[config.mk]
export PLATFORM = sky130hd
export DESIGN_NAME = owsc_loader
export DESIGN_NICKNAME = d
export VERILOG_FILES = /design/src/hw/owsc_pkg.sv /design/src/hw/owsc_loader.sv
export SDC_FILE = /design/constraint.sdc
export NUM_CORES = 1
export LEC_CHECK = 0
export ABC_AREA = 1
export BUFFER_PORTS_ARGS = -buffer_cell sky130_fd_sc_hd__buf_2
export CORE_MARGIN = 2
export CORE_UTILIZATION = 50
export CTS_CLUSTER_DIAMETER = 60
export DETAILED_ROUTE_END_ITERATION = 10
export PLACE_DENSITY = 0.81
export SLEW_MARGIN = 15
export SYNTH_ARGS = -nofsm -noshare
export SYNTH_HDL_FRONTEND = slang
export SYNTH_SLANG_ARGS = --single-unit
[constraint.sdc]
create_clock -name clock -period 2 [get_ports clock]
set_input_delay 0.3 -clock clock [delete_from_list [all_inputs] [get_ports clock]]
set_output_delay 0.3 -clock clock [all_outputs]
set_load 0.05 [all_outputs]
[src/hw/owsc_pkg.sv]
/*
 * Constants for the option word startup configuration loader: ROM locations,
 * bus offsets, option field positions, reset values and timing counts.
 * Assumes a 100 MHz system clock.
 */
package owsc_pkg;
	localparam int unsigned CLK_MHZ = 100;

	// Option words in program ROM, also their byte addresses on the register bus; then the status and clock select registers
	localparam logic [31:0] ENDIAN_WORD_ADDR = 32'hffff_ff80;
	localparam logic [31:0] STARTUP_WORD_ADDR = 32'hffff_ff88;
	localparam logic [31:0] LOAD_STATUS_ADDR = 32'hffff_ff90;
	localparam logic [31:0] CLOCK_SELECT_ADDR = 32'hffff_ff94;

	// Value of an erased ROM block
	localparam logic [31:0] ERASED_WORD = 32'hffff_ffff;

	// Startup option word fields
	localparam int unsigned FAST_POWER_ON_BIT = 0;
	localparam int unsigned LOWVOLT_EN_N_BIT = 1;
	localparam int unsigned LOWVOLT_LVL_LSB = 4;
	localparam int unsigned LOWVOLT_LVL_W = 4;
	localparam int unsigned FAST_OSC_EN_N_BIT = 8;
	localparam logic [3:0] LOWVOLT_LVL_MIN = 4'h4;
	localparam logic [3:0] LOWVOLT_LVL_MAX = 4'hd;

	// Endian option word field
	localparam int unsigned ENDIAN_W = 3;
	localparam logic [2:0] ENDIAN_BIG = 3'h0;
	localparam logic [2:0] ENDIAN_LITTLE = 3'h7;

	// Load status register bits
	localparam int unsigned STAT_DONE_BIT = 0;
	localparam int unsigned STAT_BOOT_BIT = 1;
	localparam int unsigned STAT_APPLIED_BIT = 2;
	localparam int unsigned STAT_OSC_BIT = 3;
	localparam int unsigned STAT_LITTLE_BIT = 4;

	// Clock source select field
	localparam int unsigned CLK_SEL_W = 3;
	localparam logic [2:0] CLK_SEL_RESET = 3'h0;

	// Oscillator settle time, rounded up to whole cycles
	localparam int unsigned FAST_OSC_SETTLE_NS = 1000;
	localparam int unsigned FAST_OSC_SETTLE_CYC = (FAST_OSC_SETTLE_NS * CLK_MHZ + 999) / 1000;
	// Cycles given to the boot mode synchroniser before the fetch starts
	localparam int unsigned SYNC_WARM_CYC = 4;
	localparam int unsigned CNT_W = 16;

	localparam logic [1:0] RESP_OKAY = 2'h0;
	localparam logic [1:0] RESP_SLVERR = 2'h2;
	localparam logic [1:0] RESP_DECERR = 2'h3;

	typedef enum logic [2:0] {
		LD_WARM = 3'b000,
		LD_FETCH_ENDIAN = 3'b001,
		LD_FETCH_STARTUP = 3'b010,
		LD_SETTLE = 3'b011,
		LD_RUN = 3'b100
	} owsc_load_t;

	typedef enum logic [2:0] {
		SEL_ENDIAN = 3'b000,
		SEL_STARTUP = 3'b001,
		SEL_STATUS = 3'b010,
		SEL_CLKSEL = 3'b011,
		SEL_NONE = 3'b111
	} owsc_sel_t;
endpackage : owsc_pkg

[src/hw/owsc_loader.sv]
/*
 * Option word startup configuration loader: fetches the endian and startup
 * option words from program ROM after reset, turns them into fixed settings,
 * holds the CPU in reset until the settings and the oscillator are ready, and
 * shows the words over an AXI4-Lite slave.
 * Assumes a ROM port on the same clock that answers a held request with a
 * one-cycle ack, and a boot mode pin from outside the clock domain.
 */
// What this block does
// - Fetch both words; endian word lower address
// - Erased startup word reads ones, not applied
// - Boot mode ignores the startup word
// - Bit 0 selects fast or normal startup
// - Bit 1 low enables startup voltage reset
// - Enable bit low forces monitor reset on
// - Bits 7..4 pick one of ten levels
// - Oscillator runs after reset when bit low
// - Only a CPU write switches clock source
// - Wait oscillator settle before releasing CPU
// - Reserved bits read back as programmed
// - Erased endian word selects little endian
// - Option words cannot be written by code
`timescale 1ns/10ps
module owsc_loader (
	input wire logic clock,
	input wire logic sys_rst,
	input wire logic boot_mode_pin,
	output logic rom_req,
	output logic [31:0] rom_addr,
	input wire logic rom_ack,
	input wire logic [31:0] rom_rdata,
	input wire logic rom_blank,
	output logic cpu_reset_hold,
	output logic fast_power_on_select,
	output logic startup_lowvolt_reset_enable_n,
	output logic [owsc_pkg::LOWVOLT_LVL_W-1:0] startup_lowvolt_level,
	output logic monitor1_reset_active,
	output logic fast_internal_oscillator_run,
	output logic cpu_little_endian,
	output logic [owsc_pkg::CLK_SEL_W-1:0] clock_source_select,
	input wire logic [31:0] s_axi_awaddr,
	input wire logic s_axi_awvalid,
	output logic s_axi_awready,
	input wire logic [31:0] s_axi_wdata,
	input wire logic [3:0] s_axi_wstrb,
	input wire logic s_axi_wvalid,
	output logic s_axi_wready,
	output logic [1:0] s_axi_bresp,
	output logic s_axi_bvalid,
	input wire logic s_axi_bready,
	input wire logic [31:0] s_axi_araddr,
	input wire logic s_axi_arvalid,
	output logic s_axi_arready,
	output logic [31:0] s_axi_rdata,
	output logic [1:0] s_axi_rresp,
	output logic s_axi_rvalid,
	input wire logic s_axi_rready
);
	import owsc_pkg::*;

	function automatic owsc_sel_t addr_sel(input logic [31:0] addr);
		if (addr == ENDIAN_WORD_ADDR) begin
			addr_sel = SEL_ENDIAN;
		end else if (addr == STARTUP_WORD_ADDR) begin
			addr_sel = SEL_STARTUP;
		end else if (addr == LOAD_STATUS_ADDR) begin
			addr_sel = SEL_STATUS;
		end else if (addr == CLOCK_SELECT_ADDR) begin
			addr_sel = SEL_CLKSEL;
		end else begin
			addr_sel = SEL_NONE;
		end
	endfunction : addr_sel

	// Boot mode pin synchroniser; a change counts once stages two and three agree
	logic [2:0] boot_sync_r;
	logic boot_mode_r, boot_mode_nxt;

	always_comb begin
		boot_mode_nxt = boot_mode_r;
		if (boot_sync_r[1] == boot_sync_r[2]) begin
			boot_mode_nxt = boot_sync_r[2];
		end
	end

	always_ff @(posedge clock) begin
		if (sys_rst) begin
			boot_sync_r <= 3'h0;
			boot_mode_r <= 1'b0;
		end else begin
			boot_sync_r <= {boot_sync_r[1:0], boot_mode_pin};
			boot_mode_r <= boot_mode_nxt;
		end
	end

	// Load sequencer
	owsc_load_t state_r, state_nxt;
	logic [CNT_W-1:0] cnt_r, cnt_nxt;
	logic [31:0] endian_word_r, endian_word_nxt;
	logic [31:0] startup_word_r, startup_word_nxt;
	logic applied_r, applied_nxt;
	logic [31:0] eff_startup;

	// Settings in force: a word that is not applied acts as an erased one
	assign eff_startup = applied_r ? startup_word_r : ERASED_WORD;

	always_comb begin
		state_nxt = state_r;
		cnt_nxt = cnt_r;
		endian_word_nxt = endian_word_r;
		startup_word_nxt = startup_word_r;
		applied_nxt = applied_r;
		case (state_r)
			LD_WARM: begin
				cnt_nxt = cnt_r + 16'h1;
				if (cnt_r == CNT_W'(SYNC_WARM_CYC - 1)) begin
					cnt_nxt = 16'h0;
					state_nxt = LD_FETCH_ENDIAN;
				end
			end
			LD_FETCH_ENDIAN: begin
				if (rom_ack) begin
					endian_word_nxt = rom_blank ? ERASED_WORD : rom_rdata;
					state_nxt = LD_FETCH_STARTUP;
				end
			end
			LD_FETCH_STARTUP: begin
				if (rom_ack) begin
					startup_word_nxt = rom_blank ? ERASED_WORD : rom_rdata;
					applied_nxt = !rom_blank && !boot_mode_r;
					state_nxt = LD_SETTLE;
				end
			end
			LD_SETTLE: begin
				// Oscillator started by the option bit must settle first
				if (applied_r && !startup_word_r[FAST_OSC_EN_N_BIT]) begin
					cnt_nxt = cnt_r + 16'h1;
					if (cnt_r == CNT_W'(FAST_OSC_SETTLE_CYC - 1)) begin
						state_nxt = LD_RUN;
					end
				end else begin
					state_nxt = LD_RUN;
				end
			end
			LD_RUN: begin
				// Words are never sampled again until the next reset
				state_nxt = LD_RUN;
			end
			default: begin
				state_nxt = LD_WARM;
			end
		endcase
	end

	always_ff @(posedge clock) begin
		if (sys_rst) begin
			state_r <= LD_WARM;
			cnt_r <= 16'h0;
			endian_word_r <= ERASED_WORD;
			startup_word_r <= ERASED_WORD;
			applied_r <= 1'b0;
		end else begin
			state_r <= state_nxt;
			cnt_r <= cnt_nxt;
			endian_word_r <= endian_word_nxt;
			startup_word_r <= startup_word_nxt;
			applied_r <= applied_nxt;
		end
	end

	assign rom_req = (state_r == LD_FETCH_ENDIAN) || (state_r == LD_FETCH_STARTUP);
	assign rom_addr = (state_r == LD_FETCH_STARTUP) ? STARTUP_WORD_ADDR : ENDIAN_WORD_ADDR;
	assign cpu_reset_hold = (state_r != LD_RUN);

	assign fast_power_on_select = eff_startup[FAST_POWER_ON_BIT];
	assign startup_lowvolt_reset_enable_n = eff_startup[LOWVOLT_EN_N_BIT];
	assign startup_lowvolt_level = eff_startup[LOWVOLT_LVL_LSB +: LOWVOLT_LVL_W];
	// Independent of the fast startup bit
	assign monitor1_reset_active = !eff_startup[LOWVOLT_EN_N_BIT];
	assign fast_internal_oscillator_run = !eff_startup[FAST_OSC_EN_N_BIT];
	// Prohibited codes fall to little endian, the erased default
	assign cpu_little_endian = (endian_word_r[ENDIAN_W-1:0] != ENDIAN_BIG);

	// Register bus: writes
	logic aw_got_r, aw_got_nxt;
	logic w_got_r, w_got_nxt;
	logic [31:0] awaddr_r, awaddr_nxt;
	logic [2:0] wdata_r, wdata_nxt;
	logic wstrb0_r, wstrb0_nxt;
	logic bvalid_r, bvalid_nxt;
	logic [1:0] bresp_r, bresp_nxt;
	logic [CLK_SEL_W-1:0] clk_sel_r, clk_sel_nxt;
	owsc_sel_t wsel;

	assign s_axi_awready = !aw_got_r && !bvalid_r;
	assign s_axi_wready = !w_got_r && !bvalid_r;
	assign wsel = addr_sel(awaddr_r);

	always_comb begin
		aw_got_nxt = aw_got_r;
		w_got_nxt = w_got_r;
		awaddr_nxt = awaddr_r;
		wdata_nxt = wdata_r;
		wstrb0_nxt = wstrb0_r;
		bvalid_nxt = bvalid_r;
		bresp_nxt = bresp_r;
		clk_sel_nxt = clk_sel_r;
		if (s_axi_awvalid && s_axi_awready) begin
			aw_got_nxt = 1'b1;
			awaddr_nxt = s_axi_awaddr;
		end
		if (s_axi_wvalid && s_axi_wready) begin
			w_got_nxt = 1'b1;
			wdata_nxt = s_axi_wdata[CLK_SEL_W-1:0];
			wstrb0_nxt = s_axi_wstrb[0];
		end
		if (aw_got_r && w_got_r) begin
			aw_got_nxt = 1'b0;
			w_got_nxt = 1'b0;
			bvalid_nxt = 1'b1;
			if (wsel == SEL_CLKSEL) begin
				bresp_nxt = RESP_OKAY;
				// The clock source moves only on this write
				if (wstrb0_r) begin
					clk_sel_nxt = wdata_r;
				end
			end else if (wsel == SEL_NONE) begin
				bresp_nxt = RESP_DECERR;
			end else begin
				// Option words and status refuse writes and keep their value
				bresp_nxt = RESP_SLVERR;
			end
		end
		if (bvalid_r && s_axi_bready) begin
			bvalid_nxt = 1'b0;
		end
	end

	always_ff @(posedge clock) begin
		if (sys_rst) begin
			aw_got_r <= 1'b0;
			w_got_r <= 1'b0;
			awaddr_r <= 32'h0;
			wdata_r <= 3'h0;
			wstrb0_r <= 1'b0;
			bvalid_r <= 1'b0;
			bresp_r <= RESP_OKAY;
			clk_sel_r <= CLK_SEL_RESET;
		end else begin
			aw_got_r <= aw_got_nxt;
			w_got_r <= w_got_nxt;
			awaddr_r <= awaddr_nxt;
			wdata_r <= wdata_nxt;
			wstrb0_r <= wstrb0_nxt;
			bvalid_r <= bvalid_nxt;
			bresp_r <= bresp_nxt;
			clk_sel_r <= clk_sel_nxt;
		end
	end

	assign s_axi_bvalid = bvalid_r;
	assign s_axi_bresp = bresp_r;
	assign clock_source_select = clk_sel_r;

	// Register bus: reads
	logic rvalid_r, rvalid_nxt;
	logic [31:0] rdata_r, rdata_nxt;
	logic [1:0] rresp_r, rresp_nxt;
	logic [31:0] status_word;
	owsc_sel_t rsel;

	assign s_axi_arready = !rvalid_r;
	assign rsel = addr_sel(s_axi_araddr);

	always_comb begin
		status_word = 32'h0;
		status_word[STAT_DONE_BIT] = (state_r == LD_RUN);
		status_word[STAT_BOOT_BIT] = boot_mode_r;
		status_word[STAT_APPLIED_BIT] = applied_r;
		status_word[STAT_OSC_BIT] = fast_internal_oscillator_run;
		status_word[STAT_LITTLE_BIT] = cpu_little_endian;
	end

	always_comb begin
		rvalid_nxt = rvalid_r;
		rdata_nxt = rdata_r;
		rresp_nxt = rresp_r;
		if (s_axi_arvalid && s_axi_arready) begin
			rvalid_nxt = 1'b1;
			rresp_nxt = RESP_OKAY;
			if (rsel == SEL_ENDIAN) begin
				rdata_nxt = endian_word_r;
			end else if (rsel == SEL_STARTUP) begin
				rdata_nxt = startup_word_r;
			end else if (rsel == SEL_STATUS) begin
				rdata_nxt = status_word;
			end else if (rsel == SEL_CLKSEL) begin
				rdata_nxt = {29'h0, clk_sel_r};
			end else begin
				rdata_nxt = 32'h0;
				rresp_nxt = RESP_DECERR;
			end
		end else if (rvalid_r && s_axi_rready) begin
			rvalid_nxt = 1'b0;
		end
	end

	always_ff @(posedge clock) begin
		if (sys_rst) begin
			rvalid_r <= 1'b0;
			rdata_r <= 32'h0;
			rresp_r <= RESP_OKAY;
		end else begin
			rvalid_r <= rvalid_nxt;
			rdata_r <= rdata_nxt;
			rresp_r <= rresp_nxt;
		end
	end

	assign s_axi_rvalid = rvalid_r;
	assign s_axi_rdata = rdata_r;
	assign s_axi_rresp = rresp_r;
endmodule : owsc_loader

==> results of run 1 <==
power by group through the flow:
stage	Combinational [mW]	Sequential, mW	Clock [mW]
6_report	2.22	3.96	3.10
5_1_grt	2.49	4.01	3.29
4_1_cts	2.22	3.96	3.15
3_5_place_dp	2.21	4.03	0
3_3_place_gp	2.17	4.01	0
2_1_floorplan	1.54	4.15	0
layout by cell type (no fill, tap or decap), types with 2 or more instances in the layout:
| master | n |
|---|---|
| nor4_1 | 2 |
| dfxtp_1 | 166 |
| nor2_4 | 3 |
| inv_1 | 84 |
| inv_2 | 3 |
| buf_2 | 165 |
| nand4_1 | 15 |
| clkinvlp_4 | 4 |
| a21oi_1 | 27 |
| nor2_2 | 6 |
| clkbuf_1 | 3 |
| or2_2 | 2 |
| conb_1 | 31 |
| nor2_1 | 128 |
| nor3b_1 | 4 |
| clkinv_2 | 3 |
| clkbuf_8 | 3 |
| o211ai_1 | 31 |
| nand3_1 | 186 |
| clkbuf_16 | 17 |
| buf_12 | 6 |
| nand3_2 | 2 |
| nor3_1 | 15 |
| nand2_1 | 176 |
| o21ai_0 | 111 |
| buf_4 | 19 |
| xor2_1 | 5 |
registers in the layout (all words and copies together) (netlist names):
register and cells:
clock_source_select 3, startup_word_r 32, s_axi_bresp 2, wstrb0_r 1, s_axi_rdata 32, s_axi_bvalid 1, s_axi_rvalid 1, boot_sync_r 3
cnt_r 16, state_r 3, awaddr_r 32, w_got_r 1, wdata_r 3, boot_mode_r 1, aw_got_r 1, applied_r 1
s_axi_rresp 1, endian_word_r 32
stage by stage:
stage          cell area [µm²]  setup WS (ns)  utilization (%)  power [mW]
3_5_place_dp              8520          0.340             56.7        6.24
3_3_place_gp              8520          0.401             56.7        6.18
5_1_grt                   9070         0.0279             60.3        9.79
4_1_cts                   9070          0.135             60.3        9.33
2_1_floorplan             7700          0.109                -        5.69
6_report                  9070          0.128             60.3        9.29
layout make-up:
| class | instances | area, µm² |
|---|---|---|
| clock inverter | 8 | 75.1 |
| fill | 1393 | 5960 |
| multi-input combinational | 752 | 3540 |
| sequential | 166 | 3320 |
| clock buffer | 23 | 478 |
| tap | 188 | 235 |
| inverter | 88 | 333 |
| timing repair buffer | 190 | 1090 |
metal layers:
layer,vias up,GRT usage [%]
li1,3774,-
met1,3458,30.4
met2,266,41.7
met3,37,5.70
met4,2,8.86
met5,-,0
synth_stat cells, drive strengths merged:
cell type / instances / area (µm²)
a211oi: 1 / 7.51
a21oi: 27 / 135
and2: 1 / 6.26
buf: 62 / 397
clkbuf: 34 / 128
conb: 2 / 7.51
dfxtp: 166 / 3320
ha: 1 / 12.5
inv: 88 / 330
nand2: 177 / 667
nand3: 188 / 951
nand3b: 1 / 7.51
nand4: 15 / 93.8
nor2: 137 / 539
nor3: 15 / 75.1
nor3b: 4 / 30.0
nor4: 2 / 12.5
o211ai: 31 / 233
o21a: 1 / 7.51
o21ai: 111 / 556
o22ai: 1 / 12.5
or2: 2 / 12.5
or3: 1 / 6.26
xor2: 5 / 43.8
logic make-up (layout without fill, tap and decap cells):
kind of cell    Yosys count  after routing
buf+inv                 184            309
fa+ha+maj                 1              1
simple gates            543            543
flops                   166            166
compound gates          172            172
xor+xnor                  5              5
other cells               2             31
path summary, 6_finish.rpt:
check | from | endpoint | slack (ns) | depth (start not counted)
worst min-delay path | s_axi_bready | s_axi_bvalid$_SDFFE_PP0P_ | 0.05 | 2
worst max-delay path | state_r[0]$_SDFFE_PP0P_ | rom_req | 0.13 | 6
worst max register to register | cnt_r[0]$_SDFFE_PP0P_ | cnt_r[14]$_SDFFE_PP0P_ | 0.34 | 7
worst min register to register | boot_sync_r[0]$_SDFF_PP0_ | boot_sync_r[1]$_SDFF_PP0_ | 0.43 | 2
==> summary by stage, run 1 <==
Critical path
The critical path is of the reg -> out type. The critical path capture point type is an output pin. The signal on the critical path passes through inv_1, nand2_1, inv_1, nand2_1, nand2_2, buf_2. Among cell families on the critical path, the largest total delay comes from simple AND/OR/NAND/NOR gates. At the worst endpoint, the required time is 1.70 ns. The number of buffers and inverters on the critical path is 3.

The critical path arrival is 1.57 ns. The cell at the slowest stage of the critical path is dfxtp_1. In this design, the stage delay of the slowest critical-path cell is roughly 0.38 ns.

Of all nets on the critical path, the largest fanout is 4. STA classifies the critical path startpoint as a flop.

Timing
On the final layout, the worst clock skew is around 0.0083 ns. Of the available clock period, the critical path in the final layout requires between 90 and 100%. The final max-slew violation count is 0. Setup total negative slack on the finished layout was measured at 0 ns. The worst path needs ~1.9 ns of the cycle, external delays included. Setup repair after global routing left no endpoint under its margin.

Timing would allow up to 534 MHz. The final hold slack is about 0.054 ns. At the pin with the least slew margin, the transition time is roughly 0.55 ns.

The relative slew slack is between 60% and 70%. The total count of hold-check failures in the final report is 0. The total setup violations reported at the end of the flow is 0.

Drt
The number of search-and-repair iterations in the first detailed-routing pass is 5. The routed length on met2 is roughly 9300 µm. Dividing the detail-routed via count by the number of cells gives around 5.3. The DRC violation total after the first TritonRoute iteration is between 600 and 700. Once detail routing completed, the nets flagged for antenna violations numbered 0. The routed length on met1 is roughly 8600 µm. The highest metal layer carrying signal wires in the routed design is met5. The met3 wirelength from detailed routing is around 1300 µm. The average detailed-routed wire length per instance is roughly 14 µm.

Wires add up to around 20000 µm. Across all layers, the routed design uses ~7.5k vias. The number of remaining DRC errors is 0.

Synth
The number of distinct library cells after synthesis is 31. After technology mapping, the gate count stands at about 1.1k. The post-synthesis instance area is 7590 µm². The average size of a mapped cell is just over 7 µm². Of the total synthesized cell area, the portion taken by full adders, half adders and majority gates is less than 1%. The compound-cell area share of the yosys netlist is 12.5%. The simple-gate share of the synthesized area is a little under a third. Summing the areas of all xor and xnor instances in the mapped netlist gives less than 1% of the synthesized area. The share of cell area taken by muxes after synthesis is 0%. By area, the combinational part of the netlist is dominated by simple AND/OR/NAND/NOR gates. During synthesis, Yosys emitted a total of 0 warnings. The fraction of the yosys area taken by sequential cells is between 40% and 50%. The synthesized design contains around 170 register bits.

Floorplan
The area of the die is 16200 µm². The horizontal extent of the die is roughly 130 µm. The row count is 45.

The total core area is about 15000 µm². The number of top-level design ports is between 200 and 250. The height of the die is between 100 and 150 µm.

The starting utilization of the core area is 50.5%.

Global route
Summed over all layers, the global routing overflow is 0. The number of antenna violations at the first check in global routing was 1. The via count of the first global-routing pass is 6924. The pin count of the biggest net entering global routing is 65. The first global-routing pass estimated approximately 32000 µm of wire. The global router's overall resource usage is 24.5%.

Power
The peak supply drop is 712 µV. The switching share of power is between 30 and 40%. For this design the ratio of total power to cell area is a little over 1000 nW/µm². The cell internal power dissipation is slightly above 6 mW. The switching power summed over all nets is roughly 3.1 mW. The clock network accounts for 33.4% of the total power.

In this run, the combinational gates consume roughly a quarter of the power. The leakage power is between 4 and 5 nW. Of the total power, registers draw between 40% and 50%.

CTS
The number of sinks handled by clock tree synthesis is approximately 170. The number of buffers inserted during clock tree synthesis is 17. After clock tree synthesis, the clock-pin slew on the worst setup and hold paths is 0.06 ns.

The clock tree synthesis step divided the H-tree into 4 levels. The post-cts hold buffer count is 0. The number of instances resized during post-cts repair is 0.

The clock reaches the later pin of the worst-skew pair after approximately 0.43 ns. The root buffer cell chosen for the clock tree is clkbuf_16. The number of setup buffers added after CTS is 0.

The maximum clock insertion buffer count is 2. TritonCTS built the clock tree.

Run status
The flow ran to the end, and the final reports show no timing, DRC or antenna violations.

Final layout
In the final design database the tool counted 1358 nets. The final instance count without filler cells is approximately 1.4k. The area growth from synthesis to layout is 19.4%. The total inserted antenna cells is 0. The fraction of layout instances using a drive strength above 1 is around a fifth.

Place
The half-perimeter wire length of the detailed placement result is ~13000 µm. The port buffer count is 165. At the end of routability-driven placement, the weighted congestion stood at between 0.8 and 0.9. Including well taps, the total number of placed cells is between 1k and 1.5k.

Flow run
The total of max-cap violations is 0.

Min path
In this run the worst hold path is classified as in -> reg.
(Power assumes the default switching activity.)
==> inputs of run 2 (changes only) <==
--- a/config.mk
+++ b/config.mk
@@ -5,13 +5,12 @@
 export SDC_FILE = /design/constraint.sdc
 export NUM_CORES = 1
 export LEC_CHECK = 0
-export ABC_AREA = 1
 export BUFFER_PORTS_ARGS = -buffer_cell sky130_fd_sc_hd__buf_2
 export CORE_MARGIN = 2
 export CORE_UTILIZATION = 50
 export CTS_CLUSTER_DIAMETER = 60
 export DETAILED_ROUTE_END_ITERATION = 10
-export PLACE_DENSITY = 0.81
+export PLACE_DENSITY = 0.82
 export SLEW_MARGIN = 15
 export SYNTH_ARGS = -nofsm -noshare
 export SYNTH_HDL_FRONTEND = slang
==> run 2 against run 1 <==
Net effect:
- via count shrank 15%
- clock power grew 6.5%
- hold slack gained 0.057 ns
- fmax shrank 2.6%
==> summary by stage, run 2 <==
Run status
The flow ran to the end, and the final reports show no timing, DRC or antenna violations.

Floorplan
The row count came to 43 (-4.4%). The number of top-level design ports is 229 (unchanged). The horizontal extent of the die came to 123 µm (-3.4%). The starting utilization of the core area is 51.1% (+0.62 points). The height of the die is 123 µm (-3.4%). The area of the die is 15100 µm² (-6.7%).

The total core area is 13800 µm² (-8.0%).

Final layout
The library cells used most frequently in the layout, excluding fill and tap cells, are dfxtp_1, nor2_1, buf_2. The number of nets in the finished design was 1136 (-16%). The post-route cell area is 8620 µm² (-4.9%). The fill cell instance count of the final layout is 1206 (-13%).

The area of the multi-input gates is 3350 µm² (-5.2%). The library cell used most frequently in the layout, excluding fill and tap cells, is dfxtp_1. The total inserted antenna cells was 0 (unchanged).

The share of the core filled with cells in the final layout is 62.4% (+2.0 points). The fraction of layout instances using a drive strength above 1 is 23.9% (+4.6 points). The flip-flop and latch area is 3320 µm² (about the same). The post-synthesis to final-layout area growth is 22.0%.

Critical path
Tracing the worst setup path back leads to its startpoint at awaddr_r[0]$_SDFFE_PP0P_. The data required time at the worst endpoint is 2.31 ns (+0.61 ns). The end point of the critical path is clock_source_select[0]$_SDFFE_PP0P_.

The critical path arrival was 2.23 ns (+0.66 ns). The destination of the worst register-to-register timing path is clock_source_select[0]$_SDFFE_PP0P_. The highest net fanout along the worst path was 3 (-1).

The worst setup slack for register-to-register paths came to 0.08 ns (-0.26 ns). The depth of the most critical reg-to-reg path came to 5 (-2). The type of the setup path with the least slack is reg -> reg. The startpoint class of the critical path is a flop. The worst setup path is captured at a flop.

The start of the worst register-to-register path is awaddr_r[0]$_SDFFE_PP0P_.

Synth
The number of flops mapped to enable cells by yosys is 0 (unchanged). The average size of a mapped cell is 8.27 µm² (+17%). The fraction of synthesis flops using an asynchronous set or reset pin is 0% (unchanged). The gate count of the mapped netlist is 855 (-20%). Yosys attributes the largest share of cell area to dfxtp_1, nor2_1, a211o_1, nand2_1, buf_4. The number of distinct library cells after synthesis was 49 (+58%).

The number of register bits inferred by synthesis is 166 (unchanged). In the synthesized netlist, the cells that appear most often are nor2_1, dfxtp_1, nand2_1, a211o_1, clkbuf_1. Summed over all instances, the cell type with the most area after synthesis is dfxtp_1. The fraction of the yosys area taken by sequential cells is 47.0% (+3.2 points).

The synthesis warning total is 0 (unchanged). The post-synthesis instance area is 7070 µm² (-6.9%). The dominant register cell in the synthesized netlist is dfxtp_1.

Among all cell types in the netlist, the one instantiated most often is nor2_1. The area fraction of the dominant cell type after synthesis is 47.0% (+3.2 points).

Timing
The setup TNS is 0 ns (unchanged). The actual slew at the worst max-slew pin is 0.659 ns (+0.108 ns). The final clock skew is 0.00639 ns (-0.00190 ns). Setup repair after global routing left no endpoint under its margin. The total count of hold-check failures in the final report came to 0 (unchanged). The time the final worst path needs with I/O delays and setup is 1.92 ns (+0.0500 ns). The final max-slew violation count came to 0 (unchanged). The total setup violations reported at the end of the flow is 0 (unchanged). The final worst setup slack is 0.0785 ns (-0.0500 ns). The relative slew slack was 56.1% (-6.9 points). The final clock period utilization by the worst path came to 96.1% (+2.5 points). The timing-limited maximum frequency came to 520 MHz (-2.6%).

Drt
The number of search-and-repair iterations in the first detailed-routing pass came to 7 (+2). The number of routed nets with antenna violations came to 0 (unchanged). The total via count after detailed routing is 6424 (-15%). The average detailed-routed wire length per instance came to 15.0 µm (+8.2%).

The vias per cell is 5.43 (+1.9%). The number of remaining DRC errors is 0 (unchanged). The DRC violation total after the first TritonRoute iteration is 461 (-25%). The routed wire length was 17700 µm (-9.5%).

Global route
The pin count of the biggest net entering global routing is 65 (unchanged). The via count of the first global-routing pass is 6031 (-13%). The wire length of the first global-routing pass is 28400 µm (-12%). The global router's overall resource usage came to 23.9% (-0.62 points). The number of antenna violations at the first check in global routing is 0 (-1). The overflow left after global routing is 0 (unchanged).

Place
The setup slack after placement is -0.196 ns (-0.536 ns). The total cell area at the placement stage is 8010 µm² (-5.9%). The port buffer count is 165 (unchanged). The half-perimeter wire length of the detailed placement result is 11400 µm (-15%).

The placer's final routability congestion estimate is 0.816 (-3.4%).

CTS
The number of instances resized during post-cts repair is 2 (+2). The clock latency of the later-clocked register in the worst-skew pair is 0.42 ns (about the same). The clock transition at the registers of the reported paths is 0.06 ns (about the same). In this run the clock root is driven by a clkbuf_16. The number of setup buffers added after CTS is 0 (unchanged). TritonCTS built the clock tree. The maximum clock insertion buffer count is 2 (unchanged). The number of sinks handled by clock tree synthesis is 166 (unchanged). The maximum level of the CTS H-tree is 4 (unchanged). The post-cts hold buffer count came to 0 (unchanged).

The number of buffers inserted during clock tree synthesis is 17 (unchanged).

Power
The peak supply drop is 635 µV (-11%). The power per standard cell area was 1000 nW/µm² (-2.2%). The leakage power is 3.64 nW (-15%). The overall power after layout came to 8.64 mW (-7.0%).

Min path
The type of the tightest min-delay check is in -> reg.

Flow run
The total of max-cap violations was 0 (unchanged).
## run 2: changes by cell type in the layout (fill, tap and decap cells not counted), sizes merged, moves of 29 or more
cell | previous run | this run
nand3 | 188 | 7
a211oi | 1 | 30
inv | 88 | 12
nand2 | 177 | 115
o211ai | 31 | 1
nor2 | 137 | 168
a211o | 0 | 66
o21ai | 111 | 6
## run 2: worst min path at each step
stage,startpoint,end,slack [ns],cells after the start
2_1_floorplan,boot_sync_r[0]$_SDFF_PP0_,boot_sync_r[1]$_SDFF_PP0_,0.41,1
3_3_place_gp,boot_sync_r[2]$_SDFF_PP0_,boot_mode_r$_SDFFE_PP0N_,0.44,2
3_5_place_dp,boot_sync_r[0]$_SDFF_PP0_,boot_sync_r[1]$_SDFF_PP0_,0.44,1
4_1_cts,s_axi_awaddr[13],awaddr_r[13]$_SDFFE_PP0P_,0.09,3
5_1_grt,s_axi_awaddr[2],awaddr_r[2]$_SDFFE_PP0P_,0.11,3
6_report,s_axi_awaddr[6],awaddr_r[6]$_SDFFE_PP0P_,0.11,3
## run 2: metal layers
layer  up-vias  routed length (µm)  share of wire, %  global-route usage (%)
li1       3156                   -                 -                       -
met1      3048                7700                43                    29.1
met2       191                8500                48                    39.9
met3        29                1170               6.6                    6.83
met4         0                 344               1.9                    8.98
met5         -                   0                 0                       0
## run 2: cell families after synthesis
| kind of cell | after synthesis | synth area share (%) |
|---|---|---|
| AOI/OAI and AO/OA | 188 | 19.0 |
| xor gates and xnor gates | 14 | 1.73 |
| and+or+nand+nor | 363 | 22.5 |
| other | 2 | 0.106 |
| buffers and inverters | 108 | 7.68 |
| muxes | 13 | 1.86 |
| adders and majority gates | 1 | 0.177 |
| DFF | 166 | 47.0 |
## run 2: cell type report
class	instances	share of cell area (%)
Multi-Input combinational cell	610	38.9
Clock inverter	11	1.76
Inverter	10	0.435
Clock buffer	19	5.14
Sequential cell	166	38.5
Timing Repair Buffer	188	12.6
Tap cell	180	2.61
## run 2: critical path, cell delays in order, from the launching register on
cell	delay [ns]
dfxtp_1	0.31
or4b_2	0.69
nor4_2	0.34
nand3_2	0.21
mux2i_1	0.21
nor2_1	0.06
## run 2: per-stage QoR
step / hold slack, ns / cells
after global placement: 0.440 / 1154
after floorplan: 0.414 / 884
final: 0.110 / 1184
after CTS: 0.0943 / 1184
after global routing: 0.109 / 1184
after detailed placement: 0.436 / 1154
## run 2: where the power goes
part / switching (mW) / internal (mW)
clock: 1.31 / 1.99
sequential: 0.184 / 3.60
combinational: 0.987 / 0.566
